===== config.mk =====
export PLATFORM = sky130hd
export DESIGN_NAME = fcd_host
export DESIGN_NICKNAME = d
export VERILOG_FILES = /design/src/core/fcd_pkg.sv /design/src/core/fcd_host.sv
export VERILOG_INCLUDE_DIRS = /design/src /design/src/core
export SDC_FILE = /design/constraint.sdc
export NUM_CORES = 1
export LEC_CHECK = 0
export ABC_AREA = 1
export BUFFER_PORTS_ARGS = -buffer_cell sky130_fd_sc_hd__buf_2
export CORE_ASPECT_RATIO = 1.4
export CORE_MARGIN = 2
export CORE_UTILIZATION = 25
export CTS_BUF_LIST = sky130_fd_sc_hd__clkbuf_16
export DETAILED_ROUTE_END_ITERATION = 16
export PLACE_DENSITY_LB_ADDON = 0.1
export RECOVER_POWER = 50
export SYNTH_ARGS = -nofsm -noshare
export SYNTH_HDL_FRONTEND = slang
export SYNTH_SLANG_ARGS = --single-unit

===== constraint.sdc =====
create_clock -name CLOCK -period 2 [get_ports CLOCK]
set_input_delay 0.4 -clock CLOCK [delete_from_list [all_inputs] [get_ports CLOCK]]
set_output_delay 0.4 -clock CLOCK [all_outputs]
set_load 0.01 [all_outputs]

===== src/core/fcd_map.svh =====
`ifndef FCD_MAP_SVH
`define FCD_MAP_SVH
// register offsets of the controller (byte addresses on wishbone)
`define FCD_OFF_CTRL    4'h0
`define FCD_OFF_ADDR    4'h4
`define FCD_OFF_DATA    4'h8
`define FCD_OFF_STAT    4'hc
// command codes, low byte only
`define FCD_CMD_UNL1    8'haa
`define FCD_CMD_UNL2    8'h55
`define FCD_CMD_RESET   8'hf0
`define FCD_CMD_ID      8'h90
`define FCD_CMD_TUNP    8'h77
`define FCD_CMD_PROG    8'ha0
`define FCD_CMD_BYPASS  8'h20
`define FCD_CMD_ERASE   8'h80
`define FCD_CMD_CHIP    8'h10
`define FCD_CMD_SECT    8'h30
`define FCD_CMD_SUSP    8'hb0
`define FCD_CMD_RESUME  8'h30
`define FCD_CMD_CFI     8'h98
`define FCD_CMD_BYPX    8'h00
// unlock and CFI addresses, word and byte mode
`define FCD_A_W555      20'h00555
`define FCD_A_W2AA      20'h002aa
`define FCD_A_B555      20'h00aaa
`define FCD_A_B2AA      20'h00555
`define FCD_A_WCFI      20'h00055
`define FCD_A_BCFI      20'h000aa
// control fields
`define FCD_CTRL_OP_LSB 0
`define FCD_CTRL_BYTE   4
`define FCD_CTRL_GO     31
// status fields
`define FCD_ST_BUSY     0
`define FCD_ST_FAIL     1
`define FCD_ST_BYP      2
// pin cycle timing, in clocks less one: setup, strobe low, recovery
`define FCD_T_SETUP     4'h2
`define FCD_T_STROBE    4'h4
`define FCD_T_HOLD      4'h2
`define FCD_POLL_MAX    24'h0fffff
`endif


===== src/core/fcd_pkg.sv =====
package fcd_pkg;
  typedef enum logic [3:0] {
    FCD_OP_RESET  = 4'h0,
    FCD_OP_ID     = 4'h1,
    FCD_OP_TUNP   = 4'h2,
    FCD_OP_PROG   = 4'h3,
    FCD_OP_BYPENT = 4'h4,
    FCD_OP_BYPPRG = 4'h5,
    FCD_OP_BYPEXT = 4'h6,
    FCD_OP_CHIP   = 4'h7,
    FCD_OP_SECT   = 4'h8,
    FCD_OP_SUSP   = 4'h9,
    FCD_OP_RESUME = 4'ha,
    FCD_OP_CFI    = 4'hb,
    FCD_OP_READ   = 4'hc
  } fcd_op_t;
  typedef enum logic [2:0] {
    FCD_IDLE  = 3'b000,
    FCD_SETUP = 3'b001,
    FCD_STRB  = 3'b011,
    FCD_HOLD  = 3'b010,
    FCD_NEXT  = 3'b110,
    FCD_POLL  = 3'b111
  } fcd_state_t;
  typedef struct packed {
    logic        we;
    logic [19:0] addr;
    logic [15:0] data;
  } fcd_cycle_t;
  typedef struct packed {
    logic        busy;
    logic        fail;
    logic        bypass;
  } fcd_status_t;
endpackage


===== src/core/fcd_host.sv =====
// Decided for this implementation: register access over Wishbone and the placing of the registers.
`timescale 1ns/100ps
`include "fcd_map.svh"
module fcd_host
  import fcd_pkg::*;
(
  input  wire logic        CLOCK,      // 50 MHz
  input  wire logic        ARST_N,     // async reset, low
  input  wire logic        CLK_EN,     // freezes state when low
  input  wire logic        WB_CYC_I,   // wishbone cycle
  input  wire logic        WB_STB_I,   // wishbone strobe
  input  wire logic        WB_WE_I,    // wishbone write
  input  wire logic [3:0]  WB_ADR_I,   // byte address
  input  wire logic [3:0]  WB_SEL_I,   // byte lanes
  input  wire logic [31:0] WB_DAT_I,   // write data
  output logic      [31:0] WB_DAT_O,   // read data
  output logic             WB_ACK_O,   // acknowledge
  output logic      [19:0] F_ADDR,     // flash address
  input  wire logic [15:0] F_DQ_I,     // flash data in
  output logic      [15:0] F_DQ_O,     // flash data out
  output logic      [15:0] F_DQ_OE_N,  // low while driving
  output logic             F_CE_N,     // chip enable
  output logic             F_WE_N,     // write strobe
  output logic             F_OE_N      // output enable
);
  // ---------------------------------------------------------------
  // sequence table
  // ---------------------------------------------------------------
  // returns cycle i of an op; last flags the final step
  function automatic fcd_cycle_t step(input fcd_op_t op, input logic [2:0] i,
                                      input logic bm, input logic [19:0] a,
                                      input logic [15:0] d, output logic last);
    logic [19:0] u1, u2, ba;
    fcd_cycle_t  c;
    u1 = bm ? `FCD_A_B555 : `FCD_A_W555;
    u2 = bm ? `FCD_A_B2AA : `FCD_A_W2AA;
    ba = {a[19:12], 12'h000};
    c  = '{we: 1'b1, addr: u1, data: {8'h00, `FCD_CMD_UNL1}};
    last = 1'b0;
    if (i == 3'd1) c = '{we: 1'b1, addr: u2, data: {8'h00, `FCD_CMD_UNL2}};
    case (op)
      FCD_OP_RESET, FCD_OP_SUSP, FCD_OP_RESUME, FCD_OP_CFI: begin
        last = 1'b1;
        c.addr = (op == FCD_OP_SUSP) ? ba : 20'h00000;
        c.data[7:0] = (op == FCD_OP_RESET) ? `FCD_CMD_RESET :
                      (op == FCD_OP_SUSP)  ? `FCD_CMD_SUSP  :
                      (op == FCD_OP_RESUME) ? `FCD_CMD_RESUME : `FCD_CMD_CFI;
        if (op == FCD_OP_CFI) c.addr = bm ? `FCD_A_BCFI : `FCD_A_WCFI;
      end
      FCD_OP_READ: begin
        last = 1'b1;
        c = '{we: 1'b0, addr: a, data: 16'h0000};
      end
      FCD_OP_ID, FCD_OP_TUNP, FCD_OP_PROG, FCD_OP_BYPENT: begin
        if (i == 3'd2) begin
          c.addr = ba | u1;
          c.data[7:0] = (op == FCD_OP_ID)   ? `FCD_CMD_ID   :
                        (op == FCD_OP_TUNP) ? `FCD_CMD_TUNP :
                        (op == FCD_OP_PROG) ? `FCD_CMD_PROG : `FCD_CMD_BYPASS;
          last = (op == FCD_OP_TUNP) || (op == FCD_OP_BYPENT);
        end else if (i == 3'd3) begin
          last = 1'b1;
          if (op == FCD_OP_ID) c = '{we: 1'b0, addr: a, data: 16'h0000};
          else c = '{we: 1'b1, addr: a, data: d};
        end
      end
      FCD_OP_BYPPRG, FCD_OP_BYPEXT: begin
        last = (i == 3'd1);
        c.addr = 20'h00000;
        if (i == 3'd0)
          c.data = {8'h00, (op == FCD_OP_BYPPRG) ? `FCD_CMD_PROG : `FCD_CMD_ID};
        else if (op == FCD_OP_BYPPRG) c = '{we: 1'b1, addr: a, data: d};
        else c.data = {8'h00, `FCD_CMD_BYPX};
      end
      FCD_OP_CHIP, FCD_OP_SECT: begin
        if (i == 3'd2) c.data[7:0] = `FCD_CMD_ERASE;
        if (i == 3'd3) c.addr = u1;
        if (i == 3'd4) c = '{we: 1'b1, addr: u2, data: {8'h00, `FCD_CMD_UNL2}};
        if (i == 3'd5) begin
          last = 1'b1;
          c.addr = (op == FCD_OP_SECT) ? ba : u1;
          c.data[7:0] = (op == FCD_OP_SECT) ? `FCD_CMD_SECT : `FCD_CMD_CHIP;
        end
      end
      default: last = 1'b1;
    endcase
    return c;
  endfunction

  // ---------------------------------------------------------------
  // registers and sequencer
  // ---------------------------------------------------------------
  fcd_state_t  st_q, st_d;
  fcd_op_t     op_q, op_d;
  logic [2:0]  idx_q, idx_d;
  logic [3:0]  tmr_q, tmr_d;
  logic [23:0] pc_q, pc_d;
  logic        bm_q, bm_d, poll_q, poll_d;
  logic [19:0] a_q, a_d, fa_q, fa_d;
  logic [15:0] d_q, d_d, rd_q, rd_d, fo_q, fo_d;
  fcd_status_t s_q, s_d;
  logic        ce_q, ce_d, we_q, we_d, oe_q, oe_d, oen_q, oen_d;
  logic [31:0] wdo_q, wdo_d;
  logic        ack_q, ack_d;
  fcd_cycle_t  cur;
  logic        lst, req;

  assign req = WB_CYC_I && WB_STB_I && !ack_q;

  always_comb begin
    st_d = st_q;
    op_d = op_q;
    idx_d = idx_q;
    tmr_d = tmr_q;
    pc_d = pc_q;
    bm_d = bm_q;
    poll_d = poll_q;
    a_d = a_q;
    d_d = d_q;
    rd_d = rd_q;
    s_d = s_q;
    ce_d = ce_q;
    we_d = we_q;
    oe_d = oe_q;
    oen_d = oen_q;
    fa_d = fa_q;
    fo_d = fo_q;
    wdo_d = wdo_q;
    ack_d = 1'b0;
    cur = step(op_q, idx_q, bm_q, a_q, d_q, lst);
    if (req) begin
      ack_d = 1'b1;
      wdo_d = 32'h00000000;
      case (WB_ADR_I)
        `FCD_OFF_CTRL: begin
          wdo_d = {27'h0000000, bm_q, op_q};
          if (WB_WE_I && WB_SEL_I[0]) bm_d = WB_DAT_I[`FCD_CTRL_BYTE];
          if (WB_WE_I && WB_SEL_I[3] && WB_DAT_I[`FCD_CTRL_GO] && st_q == FCD_IDLE) begin
            op_d = fcd_op_t'(WB_DAT_I[`FCD_CTRL_OP_LSB +: 4]);
            poll_d = WB_DAT_I[`FCD_CTRL_OP_LSB +: 4] inside {4'h3, 4'h5, 4'h7, 4'h8};
            idx_d = 3'd0;
            tmr_d = `FCD_T_SETUP;
            st_d = FCD_SETUP;
            s_d.busy = 1'b1;
            s_d.fail = 1'b0;
          end
        end
        `FCD_OFF_ADDR: begin
          wdo_d = {12'h000, a_q};
          if (WB_WE_I && st_q == FCD_IDLE) a_d = WB_DAT_I[19:0];
        end
        `FCD_OFF_DATA: begin
          wdo_d = {16'h0000, rd_q};
          if (WB_WE_I && st_q == FCD_IDLE) d_d = WB_DAT_I[15:0];
        end
        `FCD_OFF_STAT: begin
          // placed bit by bit: the struct order differs from the status map
          wdo_d[`FCD_ST_BUSY] = s_q.busy;
          wdo_d[`FCD_ST_FAIL] = s_q.fail;
          wdo_d[`FCD_ST_BYP]  = s_q.bypass;
        end
        default: wdo_d = 32'h00000000;
      endcase
    end
    case (st_q)
      FCD_IDLE: ;
      FCD_SETUP: begin
        fa_d = cur.addr;
        fo_d = cur.data;
        oen_d = !cur.we;
        ce_d = 1'b0;
        if (tmr_q == 4'h0) begin
          we_d = !cur.we;
          oe_d = cur.we;
          tmr_d = `FCD_T_STROBE;
          st_d = FCD_STRB;
        end else tmr_d = tmr_q - 4'h1;
      end
      FCD_STRB: begin
        if (tmr_q == 4'h0) begin
          if (!cur.we) rd_d = F_DQ_I;
          we_d = 1'b1;
          oe_d = 1'b1;
          tmr_d = `FCD_T_HOLD;
          st_d = FCD_HOLD;
        end else tmr_d = tmr_q - 4'h1;
      end
      FCD_HOLD: begin
        if (tmr_q == 4'h0) begin
          ce_d = 1'b1;
          oen_d = 1'b1;
          st_d = FCD_NEXT;
        end else tmr_d = tmr_q - 4'h1;
      end
      FCD_NEXT: begin
        tmr_d = `FCD_T_SETUP;
        if (!lst) begin
          idx_d = idx_q + 3'd1;
          st_d = FCD_SETUP;
        end else if (poll_q) begin
          // limit and index are loaded once; later status reads pass through
          if (op_q != FCD_OP_READ) begin
            pc_d = `FCD_POLL_MAX;
            op_d = FCD_OP_READ;
            idx_d = 3'd0;
          end
          // erase is done when the polling bit reads 1, whatever data was given
          if (op_q inside {FCD_OP_CHIP, FCD_OP_SECT}) d_d[7] = 1'b1;
          st_d = FCD_POLL;
        end else begin
          if (op_q == FCD_OP_BYPENT) s_d.bypass = 1'b1;
          if (op_q inside {FCD_OP_BYPEXT, FCD_OP_RESET}) s_d.bypass = 1'b0;
          s_d.busy = 1'b0;
          st_d = FCD_IDLE;
        end
      end
      FCD_POLL: begin
        // one status read per pass; the target bit is d_q[7]
        // polling simply waits out device time-outs
        if (idx_q == 3'd1 && rd_q[7] == d_q[7]) begin
          // one more read, as the other bits may still lag the polling bit
          poll_d = 1'b0;
          st_d = FCD_SETUP;
        end else if (pc_q == 24'h000000) begin
          s_d.fail = 1'b1;
          s_d.busy = 1'b0;
          st_d = FCD_IDLE;
        end else begin
          pc_d = pc_q - 24'h000001;
          idx_d = 3'd1;
          poll_d = 1'b1;
          st_d = FCD_SETUP;
        end
      end
      default: st_d = FCD_IDLE;
    endcase
  end

  always_ff @(posedge CLOCK or negedge ARST_N) begin
    if (!ARST_N) begin
      st_q <= FCD_IDLE;
      op_q <= FCD_OP_RESET;
      idx_q <= 3'd0;
      tmr_q <= 4'h0;
      pc_q <= 24'h000000;
      bm_q <= 1'b0;
      poll_q <= 1'b0;
      a_q <= 20'h00000;
      d_q <= 16'h0000;
      rd_q <= 16'h0000;
      s_q <= '0;
      ce_q <= 1'b1;
      we_q <= 1'b1;
      oe_q <= 1'b1;
      oen_q <= 1'b1;
      fa_q <= 20'h00000;
      fo_q <= 16'h0000;
      wdo_q <= 32'h00000000;
      ack_q <= 1'b0;
    end else if (CLK_EN) begin
      st_q <= st_d;
      op_q <= op_d;
      idx_q <= idx_d;
      tmr_q <= tmr_d;
      pc_q <= pc_d;
      bm_q <= bm_d;
      poll_q <= poll_d;
      a_q <= a_d;
      d_q <= d_d;
      rd_q <= rd_d;
      s_q <= s_d;
      ce_q <= ce_d;
      we_q <= we_d;
      oe_q <= oe_d;
      oen_q <= oen_d;
      fa_q <= fa_d;
      fo_q <= fo_d;
      wdo_q <= wdo_d;
      ack_q <= ack_d;
    end
  end

  assign WB_DAT_O  = wdo_q;
  assign WB_ACK_O  = ack_q;
  assign F_ADDR    = fa_q;
  assign F_DQ_O    = fo_q;
  assign F_DQ_OE_N = {16{oen_q}};
  assign F_CE_N    = ce_q;
  assign F_WE_N    = we_q;
  assign F_OE_N    = oe_q;
endmodule // fcd_host


==> out/metrics.cfg <==
[clock_network]
clock_path_buffers = 2
cts_buffers = 17
cts-root-buf = clkbuf_16
cts_tree = yes
cts_sinks = 156
cts_max_level = 4
clk_latency_ns = 0.45
path_clk_slew_ns = 0.07

[sta]
period_share = 0.996
finClkSkew_ns = 0.0127
min_period_ns = 1.99
setup_violations = 0
tightest_slew_ns = 0.698
final.setup.tns_ns = 0
fin_ws_ns = 0.00825
rsz0062_at_grt = yes
finalHoldViolations = 0
slew_viol_final = 0
fmax_mhz = 502
slew_headroom = 0.535

[synthesis]
ys.flop_type = dfrtp_1
synth-seq-cells = 156
synth-seq-area-share = 0.449
synth_top_area_share = 0.437
synth_commonest_cells = 276 x nand2_1, 152 x dfrtp_1, 131 x nor2_1
yosysWarnings = 0
synth.avg_cell_area_sq_um = 7.63
syn-cell-area_sq_um = 8710
synth_top_area_cell = dfrtp_1
synth_enable_flop_cells = 0
synth_async_sr_flop_share = 1.00
synth.area.top_cells = dfrtp_1 44%, nand2_1 12%, o21ai_0 6.5%
postSynthCellCount = 1142
yosysMostFrequentCell = nand2_1
yosysUniqueCellTypes = 46

[power]
total_power_uw = 12200
p_leak_uw = 0.00573
p_per_area_nw_per_um2 = 1060
peakVddDrop_uv = 484

[critical_path]
path_cells = inv_2, ha_4, nand2_1, buf_4, nand2_4, nand2_4, nand3_4, nand2_4, nand2_4, nand2_8, buf_12, clkbuf_16, nand2_1, o21ai_2
slowest_stage = dfrtp_2
critPathKind = flip-flop to flip-flop
critPathRequiredTime_ns = 2.34
critPathLaunchType = flip-flop
crit_fanout = 6
critPathMostFrequentCell = nand2_4
slowest_delay_ns = 0.45
worstPathArrival_ns = 2.33
endpoint_kind = flip-flop

[floorplanning]
die_y_um = 225
core_area_sq_um = 34200
dieArea_sq_um = 36400
initial_utilization = 0.255
pin_count = 150
die_w_um = 162
rows = 80

[global_route]
grt_overflow = 0
antenna_found_initial = 4
grt_max_degree = 41
grt_pass1_wl_um = 46400
grt_pass1_vias = 8278
track_usage = 0.168

[detailed_routing]
routed_wl_um = 30100
vias_per_cell = 4.49
wl_per_cell_um = 16.5
vias = 8182
dr.pass1.iters = 5
detail_route.iter0.violations = 299
postRouteAntennaNets = 0
route.detailed.drc = 0

[final_layout]
fillers = 3757
layout-area-overhead-vs-synth_pct = 32.4
drive_above_1_share = 0.292
num_antenna_cells = 0
fin_cells = 1822
nets = 1432

[placement]
dp_slack_ns = -0.110
dp_cells = 1766
place_congestion = 0.853
dp_hpwl_um = 23000
numPortBuffers = 124

[job]
maxCapViolCount = 0

[outcome]
outcome = complete, no violations

[hold_path]
hold_path_class = primary input to flip-flop

==> layer usage <==
metal | up-vias | routed length, um | GRT usage
li1 | 4114 | - | -
met1 | 3879 | 11600 | 0.181
met2 | 135 | 16600 | 0.320
met3 | 46 | 921 | 0.0329
met4 | 8 | 931 | 0.0642
met5 | - | 54 | 0
==> final cells by class <==
type	instances	area, sq um	area share
clock buffers	17	425	0.0369
clock inverters	13	139	0.0120
inverters	133	517	0.0448
multi-input cells	805	4270	0.370
flip-flops and latches	156	3920	0.339
well taps	451	564	0.0489
repair buffers	247	1710	0.148
==> timing repair <==
action                                 in CTS  in global routing
buffers inserted                           10                 11
hold buffers                                1                  0
resized for setup                          24                 79
endpoints found under the hold margin      22                  0
cloned                                      2                  3
setup endpoints to repair                  48                 74
pin swaps                                   5                 19
==> path summary, 6_finish.rpt <==
path	startpoint	endpoint	slack, ns	cells after the start
worst min-delay path	F_DQ_I[5]	rd_q[5]$_DFFE_PN0P_	0.20	3
max in group asynchronous	ARST_N	op_q[2]$_DFFE_PN0P_	0.28	3
worst max register to register	idx_q[1]$_DFFE_PN0P_	pc_q[22]$_DFFE_PN0P_	0.008	14
worst min register to register	F_DQ_O[1]$_DFFE_PN0P_	F_DQ_O[1]$_DFFE_PN0P_	0.48	2
min in group asynchronous	ARST_N	F_DQ_O[10]$_DFFE_PN0P_	0.53	2
worst max-delay path	idx_q[1]$_DFFE_PN0P_	pc_q[22]$_DFFE_PN0P_	0.008	14
==> flip-flops by register name, summed over array words and instances, names as in the netlist, 3 cells and up <==
signal and flops:
F_ADDR 20, F_DQ_O 16, WB_DAT_O 20, a_q 20, d_q 16, idx_q 3
op_q 4, pc_q 24, rd_q 16, s_q 3, st_q 3, tmr_q 4
==> where the power goes <==
group	switching, uW	leakage (uW)	internal, uW
Clock	1480	0.000259	1730
Combinational	2640	0.00351	1890
Sequential	615	0.00196	3880
Total	4740	0.00573	7500
==> worst max-delay path: cells and delay by family (launching register included) <==
| family | cells | cell delay (ns) |
|---|---|---|
| AND/OR/NAND/NOR | 8 | 0.67 |
| buffers and inverters | 4 | 0.56 |
| flip-flops | 1 | 0.45 |
| adder cells (fa/ha/maj) | 1 | 0.16 |
| AO/OA/AOI/OAI | 1 | 0.05 |
==> cell families after synthesis <==
logic type,synth area share
fa+ha+maj,0.0144
flops,0.449
other cells,0.000430
buf+inv,0.100
xor+xnor,0.0151
simple gates,0.263
compound gates,0.158
==> through the flow <==
| stage | utilization | hold slack [ns] | area, sq um |
|---|---|---|---|
| 2_1_floorplan | - | 0.104 | 8760 |
| 3_3_place_gp | 0.304 | 0.304 | 10400 |
| 3_5_place_dp | 0.304 | 0.304 | 10400 |
| 4_1_cts | 0.327 | 0.182 | 11200 |
| 5_1_grt | 0.337 | 0.190 | 11500 |
| 6_report | 0.337 | 0.204 | 11500 |
==> cell usage in the layout (no fill, tap or decap), types with 11 or more instances in the layout <==
cell type  instances
a21oi_1           45
buf_2            109
buf_4             97
clkbuf_1          17
clkbuf_16         20
conb_1            12
dfrtp_1          146
inv_1            115
inv_2             14
nand2_1          253
nand2_2           32
nand3_1           58
nor2_1           121
nor2_2            11
nor3_1            13
o21ai_0          105
o21ai_2           24
o22ai_1           24
Power figures use the tool's default switching activity.
